### src/design/hidd_consts.svh
`ifndef HIDD_CONSTS_SVH
`define HIDD_CONSTS_SVH

// Byte offsets of the descriptor words on the register bus.
`define HIDD_OFS_WORD0 8'h00
`define HIDD_OFS_WORD1 8'h04
`define HIDD_OFS_WORD2 8'h08
`define HIDD_OFS_WORD3 8'h0C
`define HIDD_OFS_WORD4 8'h10

// Field positions within word 0.
`define HIDD_W0_EP0 31
`define HIDD_W0_MULT_LSB 29
`define HIDD_W0_MAXPKT_LSB 18
`define HIDD_W0_TOXFER_LSB 3
`define HIDD_W0_VALID 0

// Field positions within word 1.
`define HIDD_W1_SPLIT 14
`define HIDD_W1_KIND_LSB 12
`define HIDD_W1_TOKEN_LSB 10
`define HIDD_W1_DEVADDR_LSB 3
`define HIDD_W1_EPHI_LSB 0

// Field positions within words 2, 3 and 4.
`define HIDD_W2_PTR_LSB 8
`define HIDD_W2_FRAME_LSB 3
`define HIDD_W3_ACTIVE 31
`define HIDD_W3_HALT 30
`define HIDD_W3_BABBLE 29
`define HIDD_W3_DONE_LSB 0
`define HIDD_W4_MASK_LSB 0

// Codes, limits and reset values.
`define HIDD_KIND_ISO 2'h1
`define HIDD_TOKEN_OUT 2'h0
`define HIDD_TOKEN_IN 2'h1
`define HIDD_ISO_MAX_PKT 11'h400
`define HIDD_BYTES_MAX 15'h7FFF
`define HIDD_RST_WORD 32'h0000_0000
`define HIDD_HTRANS_NONSEQ 2'h2

`endif

### src/design/hidd_pkg.sv
`default_nettype none
package hidd_pkg;

  // Engine states, one-hot.
  typedef enum logic [2:0] {
    HIDD_ST_IDLE = 3'b001,
    HIDD_ST_ISSUE = 3'b010,
    HIDD_ST_WAIT = 3'b100
  } hidd_state_e;

  // One packet request toward the link side.
  typedef struct packed {
    logic is_in;
    logic split;
    logic [6:0] dev_addr;
    logic [3:0] endpoint_number;
    logic [10:0] max_packet_bytes;
    logic [15:0] payload_ram_pointer;
  } hidd_xfer_s;

  // Result of one packet from the link side.
  typedef struct packed {
    logic [10:0] bytes;
    logic stall;
    logic fatal;
  } hidd_result_s;

endpackage
`default_nettype wire

### src/design/hidd_decoder.sv
// Decided for this implementation: the placing of the registers and register access over AHB-Lite.
`include "hidd_consts.svh"
`default_nettype none
module hidd_decoder import hidd_pkg::*; (
  input wire logic hclk,
  input wire logic hresetn,
  input wire logic hsel,
  input wire logic [31:0] haddr,
  input wire logic [1:0] htrans,
  input wire logic hwrite,
  input wire logic [2:0] hsize,
  input wire logic [31:0] hwdata,
  input wire logic hready,
  output logic hreadyout,
  output logic hresp,
  output logic [31:0] hrdata,
  input wire logic sof_pulse,
  input wire logic [4:0] bus_frame,
  input wire logic [2:0] bus_uframe,
  output logic xfer_valid,
  input wire logic xfer_ready,
  output hidd_xfer_s xfer_out,
  input wire logic xfer_done,
  input wire hidd_result_s xfer_result,
  output logic busy
);

  //////////////////////////////////////////////////////////////////////////
  // Bus slave state.

  logic wr_pend_reg, wr_pend_next;
  logic [7:0] wr_addr_reg, wr_addr_next;
  logic [31:0] rdata_reg, rdata_next;

  // Descriptor fields.
  logic valid_reg, valid_next;
  logic halt_reg, halt_next;
  logic babble_reg, babble_next;
  logic [14:0] done_reg, done_next;
  logic [14:0] toxfer_reg, toxfer_next;
  logic [10:0] maxpkt_reg, maxpkt_next;
  logic [1:0] mult_reg, mult_next;
  logic [3:0] ep_reg, ep_next;
  logic [6:0] devaddr_reg, devaddr_next;
  logic [1:0] token_reg, token_next;
  logic [1:0] kind_reg, kind_next;
  logic split_reg, split_next;
  logic [15:0] ptr_reg, ptr_next;
  logic [7:0] frame_reg, frame_next;
  logic [7:0] mask_reg, mask_next;

  // Engine state.
  hidd_state_e state_reg, state_next;
  logic [1:0] left_reg, left_next;
  logic [2:0] uf_reg, uf_next;
  hidd_xfer_s xfer_reg, xfer_next;

  logic go;
  logic addr_phase;
  logic wr_en;
  logic [15:0] sum;
  logic [14:0] sum_cap;
  logic [7:0] mask_left;
  logic last_pkt;
  logic reached;
  logic [31:0] word0, word1, word2, word3, word4;

  //////////////////////////////////////////////////////////////////////////
  // Readback views; reserved bits read as zero.

  assign word0 = {ep_reg[0], mult_reg, maxpkt_reg, toxfer_reg, 2'h0,
                  valid_reg};
  assign word1 = {17'h0, split_reg, kind_reg, token_reg, devaddr_reg,
                  ep_reg[3:1]};
  assign word2 = {8'h0, ptr_reg, frame_reg};
  // The active bit mirrors valid.
  assign word3 = {valid_reg, halt_reg, babble_reg, 14'h0, done_reg};
  assign word4 = {24'h0, mask_reg};

  // Zero wait states and only OKAY answers; read data leaves a flip-flop.
  assign hreadyout = 1'b1;
  assign hresp = 1'b0;
  assign hrdata = rdata_reg;
  assign addr_phase = hsel && hready && (htrans == `HIDD_HTRANS_NONSEQ);
  assign wr_en = wr_pend_reg;

  //////////////////////////////////////////////////////////////////////////
  // Address phase capture; read data is sampled from the current words.

  always_comb begin
    wr_pend_next = addr_phase && hwrite;
    wr_addr_next = wr_addr_reg;
    rdata_next = rdata_reg;
    if (addr_phase) begin
      wr_addr_next = haddr[7:0];
    end
    if (addr_phase && !hwrite) begin
      unique case (haddr[7:0])
        `HIDD_OFS_WORD0: rdata_next = word0;
        `HIDD_OFS_WORD1: rdata_next = word1;
        `HIDD_OFS_WORD2: rdata_next = word2;
        `HIDD_OFS_WORD3: rdata_next = word3;
        `HIDD_OFS_WORD4: rdata_next = word4;
        default: rdata_next = `HIDD_RST_WORD;
      endcase
    end
  end

  always_ff @(posedge hclk or negedge hresetn) begin
    if (!hresetn) begin
      wr_pend_reg <= 1'b0;
      wr_addr_reg <= 8'h00;
      rdata_reg <= `HIDD_RST_WORD;
    end else begin
      wr_pend_reg <= wr_pend_next;
      wr_addr_reg <= wr_addr_next;
      rdata_reg <= rdata_next;
    end
  end

  //////////////////////////////////////////////////////////////////////////
  // Slot eligibility for the current microframe.

  hidd_slot_match u_slot (
    .sof_pulse(sof_pulse),
    .valid(valid_reg),
    .halt(halt_reg),
    .kind(kind_reg),
    .token(token_reg),
    .mult(mult_reg),
    .frame_sel(frame_reg),
    .bus_frame(bus_frame),
    .bus_uframe(bus_uframe),
    .mask(mask_reg),
    .go(go)
  );

  // Running total, saturated below 32 kB.
  assign sum = {1'b0, done_reg} + {5'h00, xfer_result.bytes};
  assign sum_cap = sum[15] ? `HIDD_BYTES_MAX : sum[14:0];
  assign reached = (sum_cap >= toxfer_reg);
  assign last_pkt = (left_reg == 2'h1) ||
                    (xfer_result.bytes < xfer_reg.max_packet_bytes);
  assign mask_left = mask_reg & ~(8'h01 << uf_reg);

  //////////////////////////////////////////////////////////////////////////
  // Engine and descriptor update. Hardware effects are applied first and
  // software writes are overlaid, so a set never loses to a clear.

  always_comb begin
    state_next = state_reg;
    left_next = left_reg;
    uf_next = uf_reg;
    xfer_next = xfer_reg;
    valid_next = valid_reg;
    halt_next = halt_reg;
    babble_next = babble_reg;
    done_next = done_reg;
    toxfer_next = toxfer_reg;
    maxpkt_next = maxpkt_reg;
    mult_next = mult_reg;
    ep_next = ep_reg;
    devaddr_next = devaddr_reg;
    token_next = token_reg;
    kind_next = kind_reg;
    split_next = split_reg;
    ptr_next = ptr_reg;
    frame_next = frame_reg;
    mask_next = mask_reg;
    unique case (state_reg)
      HIDD_ST_IDLE: begin
        if (go) begin
          state_next = HIDD_ST_ISSUE;
          left_next = mult_reg;
          uf_next = bus_uframe;
          xfer_next.is_in = (token_reg == `HIDD_TOKEN_IN);
          xfer_next.split = split_reg;
          xfer_next.dev_addr = devaddr_reg;
          xfer_next.endpoint_number = ep_reg;
          xfer_next.payload_ram_pointer = ptr_reg;
          // Any size up to the limit passes; larger is clipped.
          xfer_next.max_packet_bytes =
            (maxpkt_reg > `HIDD_ISO_MAX_PKT) ? `HIDD_ISO_MAX_PKT
                                             : maxpkt_reg;
        end
      end
      HIDD_ST_ISSUE: begin
        if (xfer_ready) begin
          state_next = HIDD_ST_WAIT;
        end
      end
      HIDD_ST_WAIT: begin
        if (xfer_done) begin
          // Each packet adds to the field, so totals show early.
          done_next = sum_cap;
          left_next = left_reg - 2'h1;
          if (xfer_result.stall) begin
            halt_next = 1'b1;
            valid_next = 1'b0;
            state_next = HIDD_ST_IDLE;
          end else if (xfer_result.fatal) begin
            valid_next = 1'b0;
            state_next = HIDD_ST_IDLE;
          end else if (last_pkt || reached) begin
            mask_next = mask_left;
            if (mask_left == 8'h00 || reached) begin
              valid_next = 1'b0;
            end
            state_next = HIDD_ST_IDLE;
          end else begin
            state_next = HIDD_ST_ISSUE;
          end
        end
      end
    endcase
    if (wr_en) begin
      unique case (wr_addr_reg)
        `HIDD_OFS_WORD0: begin
          ep_next[0] = hwdata[`HIDD_W0_EP0];
          mult_next = hwdata[`HIDD_W0_MULT_LSB +: 2];
          maxpkt_next = hwdata[`HIDD_W0_MAXPKT_LSB +: 11];
          toxfer_next = hwdata[`HIDD_W0_TOXFER_LSB +: 15];
          valid_next = valid_next | hwdata[`HIDD_W0_VALID];
        end
        `HIDD_OFS_WORD1: begin
          // Reserved bits are expected zero and are not stored.
          split_next = hwdata[`HIDD_W1_SPLIT];
          kind_next = hwdata[`HIDD_W1_KIND_LSB +: 2];
          token_next = hwdata[`HIDD_W1_TOKEN_LSB +: 2];
          devaddr_next = hwdata[`HIDD_W1_DEVADDR_LSB +: 7];
          ep_next[3:1] = hwdata[`HIDD_W1_EPHI_LSB +: 3];
        end
        `HIDD_OFS_WORD2: begin
          // Software already scaled the pointer to memory words.
          ptr_next = hwdata[`HIDD_W2_PTR_LSB +: 16];
          frame_next = hwdata[`HIDD_W2_FRAME_LSB - 3 +: 8];
        end
        `HIDD_OFS_WORD3: begin
          valid_next = valid_next | hwdata[`HIDD_W3_ACTIVE];
          halt_next = halt_next | hwdata[`HIDD_W3_HALT];
          if (!(state_reg == HIDD_ST_WAIT && xfer_done)) begin
            halt_next = hwdata[`HIDD_W3_HALT];
            done_next = hwdata[`HIDD_W3_DONE_LSB +: 15];
          end
          // Stored for readback only; never steers the engine.
          babble_next = hwdata[`HIDD_W3_BABBLE];
        end
        `HIDD_OFS_WORD4: begin
          mask_next = mask_next | hwdata[`HIDD_W4_MASK_LSB +: 8];
        end
        default: begin
        end
      endcase
    end
  end

  always_ff @(posedge hclk or negedge hresetn) begin
    if (!hresetn) begin
      state_reg <= HIDD_ST_IDLE;
      left_reg <= 2'h0;
      uf_reg <= 3'h0;
      xfer_reg <= '0;
      valid_reg <= 1'b0;
      halt_reg <= 1'b0;
      babble_reg <= 1'b0;
      done_reg <= 15'h0000;
      toxfer_reg <= 15'h0000;
      maxpkt_reg <= 11'h000;
      mult_reg <= 2'h0;
      ep_reg <= 4'h0;
      devaddr_reg <= 7'h00;
      token_reg <= 2'h0;
      kind_reg <= 2'h0;
      split_reg <= 1'b0;
      ptr_reg <= 16'h0000;
      frame_reg <= 8'h00;
      mask_reg <= 8'h00;
    end else begin
      state_reg <= state_next;
      left_reg <= left_next;
      uf_reg <= uf_next;
      xfer_reg <= xfer_next;
      valid_reg <= valid_next;
      halt_reg <= halt_next;
      babble_reg <= babble_next;
      done_reg <= done_next;
      toxfer_reg <= toxfer_next;
      maxpkt_reg <= maxpkt_next;
      mult_reg <= mult_next;
      ep_reg <= ep_next;
      devaddr_reg <= devaddr_next;
      token_reg <= token_next;
      kind_reg <= kind_next;
      split_reg <= split_next;
      ptr_reg <= ptr_next;
      frame_reg <= frame_next;
      mask_reg <= mask_next;
    end
  end

  // The request handshake is combinational; its payload is registered.
  assign xfer_valid = (state_reg == HIDD_ST_ISSUE);
  assign xfer_out = xfer_reg;
  assign busy = (state_reg != HIDD_ST_IDLE);

  logic [14:0] sum_seen_reg;
  always_ff @(posedge hclk or negedge hresetn) begin
    if (!hresetn) begin
      sum_seen_reg <= 15'h0000;
    end else begin
      sum_seen_reg <= sum_cap;
    end
  end
endmodule // hidd_decoder
`default_nettype wire

### src/design/hidd_slot_match.sv
`include "hidd_consts.svh"
`default_nettype none
module hidd_slot_match import hidd_pkg::*; (
  input wire logic sof_pulse,
  input wire logic valid,
  input wire logic halt,
  input wire logic [1:0] kind,
  input wire logic [1:0] token,
  input wire logic [1:0] mult,
  input wire logic [7:0] frame_sel,
  input wire logic [4:0] bus_frame,
  input wire logic [2:0] bus_uframe,
  input wire logic [7:0] mask,
  output logic go
);

  logic frame_hit;
  logic kind_ok;

  // Only bits 7..3 of the frame byte take part in the match.
  assign frame_hit = (frame_sel[7:3] == bus_frame);
  // Tokens other than OUT or IN and non-iso kinds are never run.
  assign kind_ok = (kind == `HIDD_KIND_ISO) && !token[1];

  // A cleared valid or a set halt skips the slot outright.
  always_comb begin
    go = sof_pulse && valid && !halt && kind_ok && frame_hit &&
         mask[bus_uframe] && (mult != 2'h0);
  end

endmodule // hidd_slot_match
`default_nettype wire

### config.mk
export PLATFORM = sky130hd
export DESIGN_NAME = hidd_decoder
export DESIGN_NICKNAME = d
export VERILOG_FILES = /design/src/design/hidd_pkg.sv /design/src/design/hidd_decoder.sv /design/src/design/hidd_slot_match.sv
export VERILOG_INCLUDE_DIRS = /design/src /design/src/design
export SDC_FILE = /design/constraint.sdc
export NUM_CORES = 1
export LEC_CHECK = 0
export BUFFER_PORTS_ARGS = -buffer_cell sky130_fd_sc_hd__buf_2
export CORE_UTILIZATION = 35
export CTS_CLUSTER_DIAMETER = 200
export DETAILED_ROUTE_END_ITERATION = 10
export PLACE_DENSITY_LB_ADDON = 0.25
export RECOVER_POWER = 50
export REMOVE_ABC_BUFFERS = 1
export SKIP_CTS_REPAIR_TIMING = 1
export SLEW_MARGIN = 20
export SYNTH_ARGS = -nofsm -noshare
export SYNTH_HDL_FRONTEND = slang
export SYNTH_SLANG_ARGS = --single-unit
### constraint.sdc
create_clock -name hclk -period 8.85 [get_ports hclk]
set_clock_uncertainty 0.05 [all_clocks]
set_input_delay 0.885 -clock hclk [delete_from_list [all_inputs] [get_ports hclk]]
set_output_delay 0.885 -clock hclk [all_outputs]
set_load 0.02 [all_outputs]
==> summary.md, run 1 <==
| Metric | Value |
|---|---|
| Seq cells post-synth | approximately 180 |
| Logic pwr share | about a quarter |
| Clock root buffer master | clkbuf_16 |
| # IOs | roughly 170 |
| Post-route DRC | 0 |
| Design Area, Final | 11050 sq um |
| CP endpoint kind | async pin |
| Most frequent cells after synthesis | 182 x dfrtp_1, 115 x nand2_1, 69 x o21ai_0, 68 x mux2_2, 39 x nor2_1 |
| Mapped Area | roughly 9500 sq um |
| Hold Path Stages | 2 |
| Critical path peak fanout | 62 |
| Syn Inst Count | just under 900 |
| Clock power share | between 30 and 40% |
| CTS tree | built |
| Drt total wl | ~26000 microns |
| Share of cells above drive strength 1 | between 20% and 30% |
| Simple-Gate Fraction of Synth Area | 12.79% |
| Largest register FFs | 40 |
| Insertion delay to the later sink of the worst-skew pair | ~0.44 ns |
| P_leak | slightly above 5 nW |
| Buf+Inv Stages, Crit Path | 2 |
| Net Switching | 838.5 uW |
| Relative max-transition margin | -135.1% |
| Post-Synth Adder-Cell Area | ~5.1% |
| Peak supply drop | roughly 0.11 mV |
| Worst r2r path cells | 14 |
| Final GP Congestion | approximately 0.87 |
| Largest net degree at the start of global routing | 67 |
| Cts bufs inserted | 17 |
| Final net count | approximately 1100 |
| Final Slew Violations | 121 |
| Detailed Place HPWL | 18090 microns |
| Fin Setup TNS | 0 ns |
| Die Y-Extent | 167.0 microns |
| Antenna violations before repair | 1 |
| Post-synth EDFFs | 0 |
| Number of global-route vias before repair | around 7000 |
| H-tree depth | 4 |
| Critical Path Slowest Stage Cell | clkbuf_1 |
| GRT Util Overall | between 10% and 20% |
| CTS max path bufs | 2 |
| CP Cell Sequence | clkbuf_1 -> clkbuf_1 |
| Via count | about 7000 |
| Final Setup Violations | 0 |
| Largest family of logic cells by synthesized area | multiplexers |
| Sink Count | about 180 |
| Global-route wire length before repair | about 41000 microns |
| Ys async rst share | between 90% and 100% |
| Period utilisation layout | about two thirds |
| DR WL/cell | between 15 and 20 microns |
| Tmin final | approximately 6 ns |
| Predominant post-synthesis flop cell | dfrtp_1 |
| Core ar. | about 27000 sq um |
| GR Overflow Total | 0 |
| Power Density | ~230 nW/um^2 |
| Die area | around 28000 sq um |
| Crit path DAT | 5.74 ns |
| Int Power | ~1.7 mW |
| Critical path's largest stage delay | around 2.4 ns |
| Post-synthesis mux area share | between 10% and 20% |
| Area Growth Syn to Fin | 15.91% |
| Maxcap violations | 2 |
| Synthesis warning total | 0 |
| Synth Area per Inst | ~11 sq um |
| Count leader, synth | dfrtp_1 |
| Clk slew on worst S/H paths | ~0.07 ns |
| Critical path type | in -> async |
| Iter 0 DRT Violations | between 400 and 500 |
| Failing checks | capacitance limit, slew limit |
| Most area-consuming cells after synthesis | dfrtp_1 48%, mux2_2 8.0%, ha_1 4.9% |
| HP Class | reg -> reg |
| Post-Synth XOR/XNOR Area | 1.286% |
| RSZ-0062 raised after global routing | no |
| Synth Area in Compound Gates | 12.77% |
| Overall Power | 2.496 mW |
| Largest area contributor in the netlist | dfrtp_1 |
| Final hold violations | 0 |
| CP Launch Type | input port |
| Area after DPL | roughly 11000 sq um |
| Cell row count | 60 |
| Switching Share | around a third |
| Yosys cell types | 70 |
| Die X | ~170 microns |
| Drt pass-1 iters | 7 |
| Worst path top cell family by delay | buffers and inverters |
| Data required time of the worst path | 8.66 ns |
| Sequential power share | roughly 40% |
| Status | finished, violations left |
| Post-DR vias/cell | ~5.2 |
| Register area share after synthesis | 48.06% |
| WP depth | 2 |
| Post-DRT Antenna Nets | 0 |
| Most used cell, CP | clkbuf_1 |
| Initial Util | between 30% and 40% |
| Port Buffers | roughly 140 |
| Fmax | ~170 MHz |
| Yosys top cell area share | between 40 and 50% |
| Measured slew at the worst slew-check pin | roughly 3.5 ns |
==> cells by family (layout without fill, tap and decap cells) <==
family,after synthesis,after routing
other,2,3
and+or+nand+nor,246,246
muxes,121,121
xor gates and xnor gates,14,14
DFF,183,183
buffers and inverters,79,214
adders and majority gates,38,38
AOI/OAI and AO/OA,183,183
==> per-layer routing <==
| layer | vias up | wire [microns] | GRT usage (%) |
|---|---|---|---|
| met1 | 3463 | 12570 | 27.30 |
| met3 | 17 | 1057 | 3.208 |
| met5 | - | 0 | 0 |
| li1 | 3366 | - | - |
| met2 | 183 | 11640 | 29.71 |
| met4 | 0 | 308 | 5.032 |
==> power by group through the flow <==
stage | registers (mW) | clock network, mW | logic (mW)
after floorplan | 0.984 | 0 | 0.483
after global placement | 1.02 | 0 | 0.655
after detailed placement | 1.02 | 0 | 0.664
after CTS | 1.00 | 0.845 | 0.670
after global routing | 1.02 | 0.875 | 0.755
final | 1.01 | 0.825 | 0.666
==> placed cells by master, fill, tap and decap left out, types with 5 or more instances in the layout <==
master	instances
nand3_1	7
nor3_1	9
mux2i_1	16
a21oi_1	19
ha_1	37
nand2b_1	19
buf_4	7
a211oi_1	5
nand2_1	115
o21ai_0	69
xnor2_1	12
buf_2	71
clkbuf_16	17
inv_1	30
o211ai_1	5
a222oi_1	7
mux2_4	28
o2111ai_1	5
nand4_1	6
o22ai_1	6
and3_1	9
nor2_1	39
a21o_1	7
a31oi_1	14
mux2_2	68
nor2b_1	10
dfrtp_1	182
mux4_2	9
a22o_1	19
clkbuf_1	74
==> area by class of cell <==
cell class	instances	area [sq um]
Antenna cell	1	2.502
Clock buffer	18	439.2
Clock inverter	14	191.4
Fill cell	2617	15750
Inverter	30	112.6
Multi-Input combinational cell	604	4609
Sequential cell	183	4581
Tap cell	341	426.7
Timing Repair Buffer	152	685.7
==> metrics by stage <==
stage	hold slack [ns]	instances	setup WS (ns)	util [%]
5_1_grt	0.4509	1343	1.829	41.22
6_report	0.4283	1343	2.913	41.22
3_5_place_dp	0.4150	1310	3.525	39.25
3_3_place_gp	0.4106	1310	3.577	39.25
4_1_cts	0.4034	1342	3.986	41.60
2_1_floorplan	0.3961	817	3.774	-
==> worst paths after layout <==
path	from	endpoint	slack, ns
setup / recovery	hresetn	maxpkt_reg[8]	2.91
hold / removal	hrdata[4]	hrdata[4]	0.43
setup reg to reg	done_reg[0]	mask_reg[6]	4.07
hold reg to reg	hrdata[4]	hrdata[4]	0.43
max in group hclk	xfer_result[2]	mask_reg[6]	3.92
min in group asynchronous	hresetn	hrdata[7]	1.60
Power figures use the tool's default switching activity.
==> inputs of run 2 (changes only) <==
- clock period: 8.85 -> 5.2 ns (I/O delays scaled with it)
==> summary.md, run 2 (synthesized netlist as in run 1, its figures left out) <==
| Metric | Value |
|---|---|
| Status | finished, violations left |
| Failing checks | capacitance limit, slew limit |
| Commonest non-fill, non-tap cell in the layout | dfrtp_1 |
| Final hold violations | 0 |
| Clock power share | 30.7% |
| Sequential power share | between 40% and 50% |
| Global-route wire length before repair | 40840 microns |
| Net Switching | approximately 1.4 mW |
| CP endpoint kind | flip-flop |
| Crit path DAT | between 4 and 5 ns |
| GR Overflow Total | 0 |
| Post-DR vias/cell | 5.197 |
| Worst path top cell family by delay | compound AO/OA/AOI/OAI gates |
| Final Setup Violations | 0 |
| Hold worst-path end | state_reg[1] |
| Drt pass-1 iters | 5 |
| Insertion delay to the later sink of the worst-skew pair | approximately 0.45 ns |
| CTS max path bufs | 2 |
| Most used cell, CP | ha_1 |
| CP Cell Sequence | ha_1 -> fa_1 -> a211oi_1 -> o21ai_1 -> a2111oi_2 -> nor2_1 -> xnor2_1 -> nand2_1 -> ha_1 -> and4_1 -> nand4_1 -> o311ai_1 -> buf_4 -> o2111ai_1 -> a22o_1 |
| Measured slew at the worst slew-check pin | approximately 2.8 ns |
| Largest net degree at the start of global routing | between 100 and 150 |
| Iter 0 DRT Violations | between 400 and 500 |
| Switching Share | a little over a third |
| Final Slew Violations | approximately 150 |
| Final net count | around 1100 |
| H-tree depth | 4 |
| RSZ-0062 raised after global routing | no |
| Power Density | 374.4 nW/um^2 |
| Sink Count | around 180 |
| Drt total wl | between 20000 and 30000 microns |
| Post-DRT Antenna Nets | 0 |
| GRT Util Overall | roughly a fifth |
| Antenna violations before repair | 1 |
| Fmax | between 200 and 250 MHz |
| Relative max-transition margin | -86.77% |
| Fin Setup TNS | 0 ns |
| Cell row count | 60 |
| Multi-input logic area | between 4000 and 5000 sq um |
| Die X | between 150 and 200 microns |
| Via count | 6985 |
| HP Class | in -> reg |
| Period utilisation layout | around 86% |
| Tmin final | 4.464 ns |
| Critical path peak fanout | 11 |
| Critical path's largest stage delay | 0.52 ns |
| Reg-to-reg slack, setup | 0.74 ns |
| Worst r2r path cells | 15 |
| DR WL/cell | approximately 19 microns |
| RR Startpoint | done_reg[0] |
| Clock root buffer master | clkbuf_16 |
| Port Buffers | 144 |
| Final GP Congestion | 0.8800 |
| Critical Path Slowest Stage Cell | a2111oi_2 |
| HP Start | xfer_ready |
| CP Launch Type | flip-flop |
| Clk slew on worst S/H paths | 0.07 ns |
| Share of cells above drive strength 1 | ~28% |
| Most frequent cells in the layout | 182 x dfrtp_1, 116 x buf_2, 115 x nand2_1 |
| Area Growth Syn to Fin | 15.75% |
| Logic pwr share | 27.9% |
| Critical path type | reg -> reg |
| Post-route DRC | 0 |
| CTS tree | built |
| Maxcap violations | 2 |
| Die area | roughly 28000 sq um |
| Int Power | ~2.7 mW |
| Fillers | 2630 |
| Peak supply drop | between 0.2 and 0.25 mV |
| Buf+Inv Stages, Crit Path | 1 |
| Die Y-Extent | ~170 microns |
| Worst hold slack | approximately 0.24 ns |
| Largest register FFs | 40 |
| Initial Util | a little over a third |
| Cts bufs inserted | 17 |
| Detailed Place HPWL | 18170 microns |
| Reg area | around 4600 sq um |
| Hold Path Stages | 2 |
| Core ar. | 26800 sq um |
| Reg-to-Reg End | mask_reg[6] |
| P_leak | between 5 and 6 nW |
| # IOs | 174 |
| Number of global-route vias before repair | 7030 |
| Data required time of the worst path | ~5.5 ns |
[run 2: changes by cell type in the layout (fill, tap and decap cells not counted)]
cell / previous run / this run
clkbuf_1: 74 / 29
o311ai_1: 0 / 1
bufinv_16: 3 / 0
clkinvlp_4: 2 / 5
inv_6: 2 / 1
clkinv_4: 4 / 3
inv_8: 3 / 4
o311ai_2: 1 / 0
clkbuf_2: 0 / 2
buf_2: 71 / 116
[run 2: through the flow]
| stage | power (mW) | area, sq um | instances | util [%] | worst slack, ns |
|---|---|---|---|---|---|
| after floorplan | 2.496 | 9291 | 817 | - | 0.4885 |
| after global placement | 2.861 | 10520 | 1311 | 39.25 | 0.5665 |
| after detailed placement | 2.883 | 10520 | 1311 | 39.25 | 0.5194 |
| after CTS | 4.160 | 11080 | 1343 | 41.34 | 0.7424 |
| after global routing | 4.388 | 11030 | 1344 | 41.17 | 0.2827 |
| final | 4.131 | 11030 | 1344 | 41.17 | 0.7362 |
[run 2: worst max-delay path by stage]
stage	cells past startpoint	from	end	slack, ns
floorplan	14	xfer_result[2]	mask_reg[6]	0.49
global placement	16	xfer_result[2]	mask_reg[6]	0.57
detailed placement	16	xfer_result[2]	mask_reg[6]	0.52
CTS	15	done_reg[0]	mask_reg[6]	0.74
global route	16	done_reg[0]	state_reg[1]	0.28
finish	15	done_reg[0]	mask_reg[6]	0.74
[run 2: metal layers]
layer  vias up  routed length (microns)  track usage, %
li1       3371                        -               -
met1      3421                    12440           27.49
met2       176                    11690           29.23
met3        17                     1274           4.040
met4         0                      295           4.952
met5         -                        0               0
[run 2: layout make-up]
cell class	instances	share of cell area, %
Antenna cell	1	0.02268
Tap cell	341	3.867
Sequential cell	183	41.52
Inverter	30	1.021
Timing Repair Buffer	153	6.782
Clock inverter	13	1.066
Clock buffer	19	4.015
Multi-Input combinational cell	604	41.71
[run 2: power groups by stage]
stage	clock network (mW)	logic, mW	registers [mW]
floorplan	0	0.821	1.67
global placement	0	1.13	1.73
detailed placement	0	1.14	1.74
CTS	1.30	1.15	1.71
global route	1.36	1.30	1.73
finish	1.27	1.15	1.71
==> inputs of run 3 (changes only) <==
- clock period: 5.2 -> 4.6 ns (I/O delays scaled with it)
==> summary.md, run 3 (synthesized netlist as in run 1, its figures left out) <==
| Metric | Value |
|---|---|
| Status | finished, violations left |
| Failing checks | capacitance limit, slew limit |
| CTS max path bufs | 2 |
| Detailed Place HPWL | approximately 19000 microns |
| CP endpoint kind | flip-flop |
| Commonest non-fill, non-tap cell in the layout | dfrtp_1 |
| N_diodes | 0 |
| Final Setup Violations | 0 |
| Port Buffers | approximately 140 |
| Clock root buffer master | clkbuf_16 |
| Cell row count | 60 |
| Switching Share | 34.44% |
| Peak supply drop | around 0.23 mV |
| Antenna violations before repair | 0 |
| Tmin final | roughly 4.3 ns |
| RSZ-0062 raised after global routing | no |
| Sink Count | 183 |
| Overall Power | 4.773 mW |
| Core ar. | 26800 sq um |
| CP Launch Type | flip-flop |
| Drt total wl | roughly 26000 microns |
| Global-route wire length before repair | a little over 40000 microns |
| Die Y-Extent | about 170 microns |
| Die X | 167.0 microns |
| Final Slew Violations | 40 |
| Die area | 27900 sq um |
| Worst hold slack | about 0.18 ns |
| Clk slew on worst S/H paths | ~0.070 ns |
| Setup ws final | approximately 0.33 ns |
| Relative max-transition margin | -43.30% |
| Net Switching | 1.644 mW |
| H-tree depth | 4 |
| Via count | between 7000 and 8000 |
| DP Worst Slack | a little over 0.06 ns |
| Crit path DAT | 4.57 ns |
| GRT Util Overall | a little under a fifth |
| Worst path top cell family by delay | compound AO/OA/AOI/OAI gates |
| Clock power share | a little under a third |
| DR WL/cell | approximately 19 microns |
| GR Overflow Total | 0 |
| Initial Util | 35.56% |
| Final net count | between 1000 and 1500 |
| Cts bufs inserted | 17 |
| Critical path peak fanout | 11 |
| Sequential power share | between 40% and 50% |
| Insertion delay to the later sink of the worst-skew pair | ~0.44 ns |
| Maxcap violations | 1 |
| Largest net degree at the start of global routing | between 100 and 150 |
| Critical Path Slowest Stage Cell | a2111oi_4 |
| Dpl cells | between 1000 and 1500 |
| Fmax | roughly 230 MHz |
| Fin Setup TNS | 0 ns |
| Period utilisation layout | 92.84% |
| Fillers | ~2600 |
| Final GP Congestion | ~0.88 |
| Logic pwr share | 28.1% |
| Fin cells | ~1300 |
| CP Cell Sequence | ha_1 -> fa_1 -> a211oi_2 -> o21ai_1 -> a2111oi_4 -> nor2_1 -> xnor2_1 -> nand2_1 -> ha_1 -> a211oi_1 -> nor2_1 -> a311oi_1 -> o311ai_1 -> buf_4 -> o41a_1 -> o22ai_1 |
| Int Power | 3.129 mW |
| Most frequent cells in the layout | 182 x dfrtp_1, 115 x nand2_1, 73 x clkbuf_1 |
| HP Class | in -> reg |
| Post-DR vias/cell | approximately 5.2 |
| CTS tree | built |
| Iter 0 DRT Violations | approximately 450 |
| Critical path type | reg -> reg |
| Drt pass-1 iters | 6 |
| Post-route DRC | 0 |
| Final hold violations | 0 |
| Area Growth Syn to Fin | 16.33% |
| Largest register FFs | 40 |
| # IOs | ~170 |
| Power Density | between 400 and 500 nW/um^2 |
| P_leak | between 5 and 6 nW |
| Measured slew at the worst slew-check pin | ~2.1 ns |
| Number of global-route vias before repair | about 7000 |
| Data required time of the worst path | around 4.9 ns |
| Critical path's largest stage delay | 0.48 ns |
| Buf+Inv Stages, Crit Path | 1 |
| Share of cells above drive strength 1 | a little under a quarter |
| Post-DRT Antenna Nets | 0 |
==> run 3: cell types whose count changed in the layout (fill, tap and decap cells not counted), sizes merged <==
cell / delta
buf: -39
bufinv: +1
clkbuf: +44
clkinv: +1
clkinvlp: -3
diode: -1
dlygate4sd3: +1
inv: +1
==> run 3: final timing paths <==
path                              start           end  slack (ns)  cells past startpoint
min reg2reg                xfer_out[39]  xfer_out[39]        0.43                      2
min                          hwdata[29]    babble_reg        0.18                      3
max reg2reg                 done_reg[0]  state_reg[1]        0.33                     16
min in group asynchronous       hresetn  xfer_out[35]        1.14                      2
max                         done_reg[0]  state_reg[1]        0.33                     16
max in group asynchronous       hresetn    hrdata[22]        0.90                      4
==> run 3: power groups by stage <==
stage / sequential [mW] / combinational (mW) / clock [mW]
CTS: 1.93 / 1.32 / 1.54
global route: 1.96 / 1.51 / 1.60
finish: 1.94 / 1.34 / 1.49
global placement: 1.96 / 1.29 / 0
detailed placement: 1.97 / 1.31 / 0
floorplan: 1.89 / 0.929 / 0
==> run 3: layout make-up <==
class | count | area (sq um) | share of cell area, %
Clock buffer | 19 | 452.9 | 4.085
Clock inverter | 13 | 138.9 | 1.253
Inverter | 30 | 112.6 | 1.016
Multi-Input combinational cell | 604 | 4619 | 41.66
Sequential cell | 183 | 4581 | 41.31
Tap cell | 341 | 426.7 | 3.848
Timing Repair Buffer | 159 | 757.0 | 6.827
==> run 3: metal layers <==
metal  share of wire, %  global-route usage [%]  routed length, microns
met5                  0                       0                       0
met4                1.1                   4.710                     286
met3                3.9                   3.327                    1012
met2                 46                   29.93                   11910
met1                 49                   27.55                   12630
==> run 3: per-stage QoR <==
| stage | instance area (sq um) | utilization, % |
|---|---|---|
| global placement | 10560 | 39.41 |
| CTS | 11150 | 41.62 |
| global route | 11090 | 41.37 |
| detailed placement | 10560 | 39.41 |
| floorplan | 9291 | - |
| finish | 11090 | 41.37 |
==> run 3: worst min-delay path, stage by stage <==
cell and delay [ns]:
buf_2 0.09, nand2_1 0.04, nand2_1 0.05
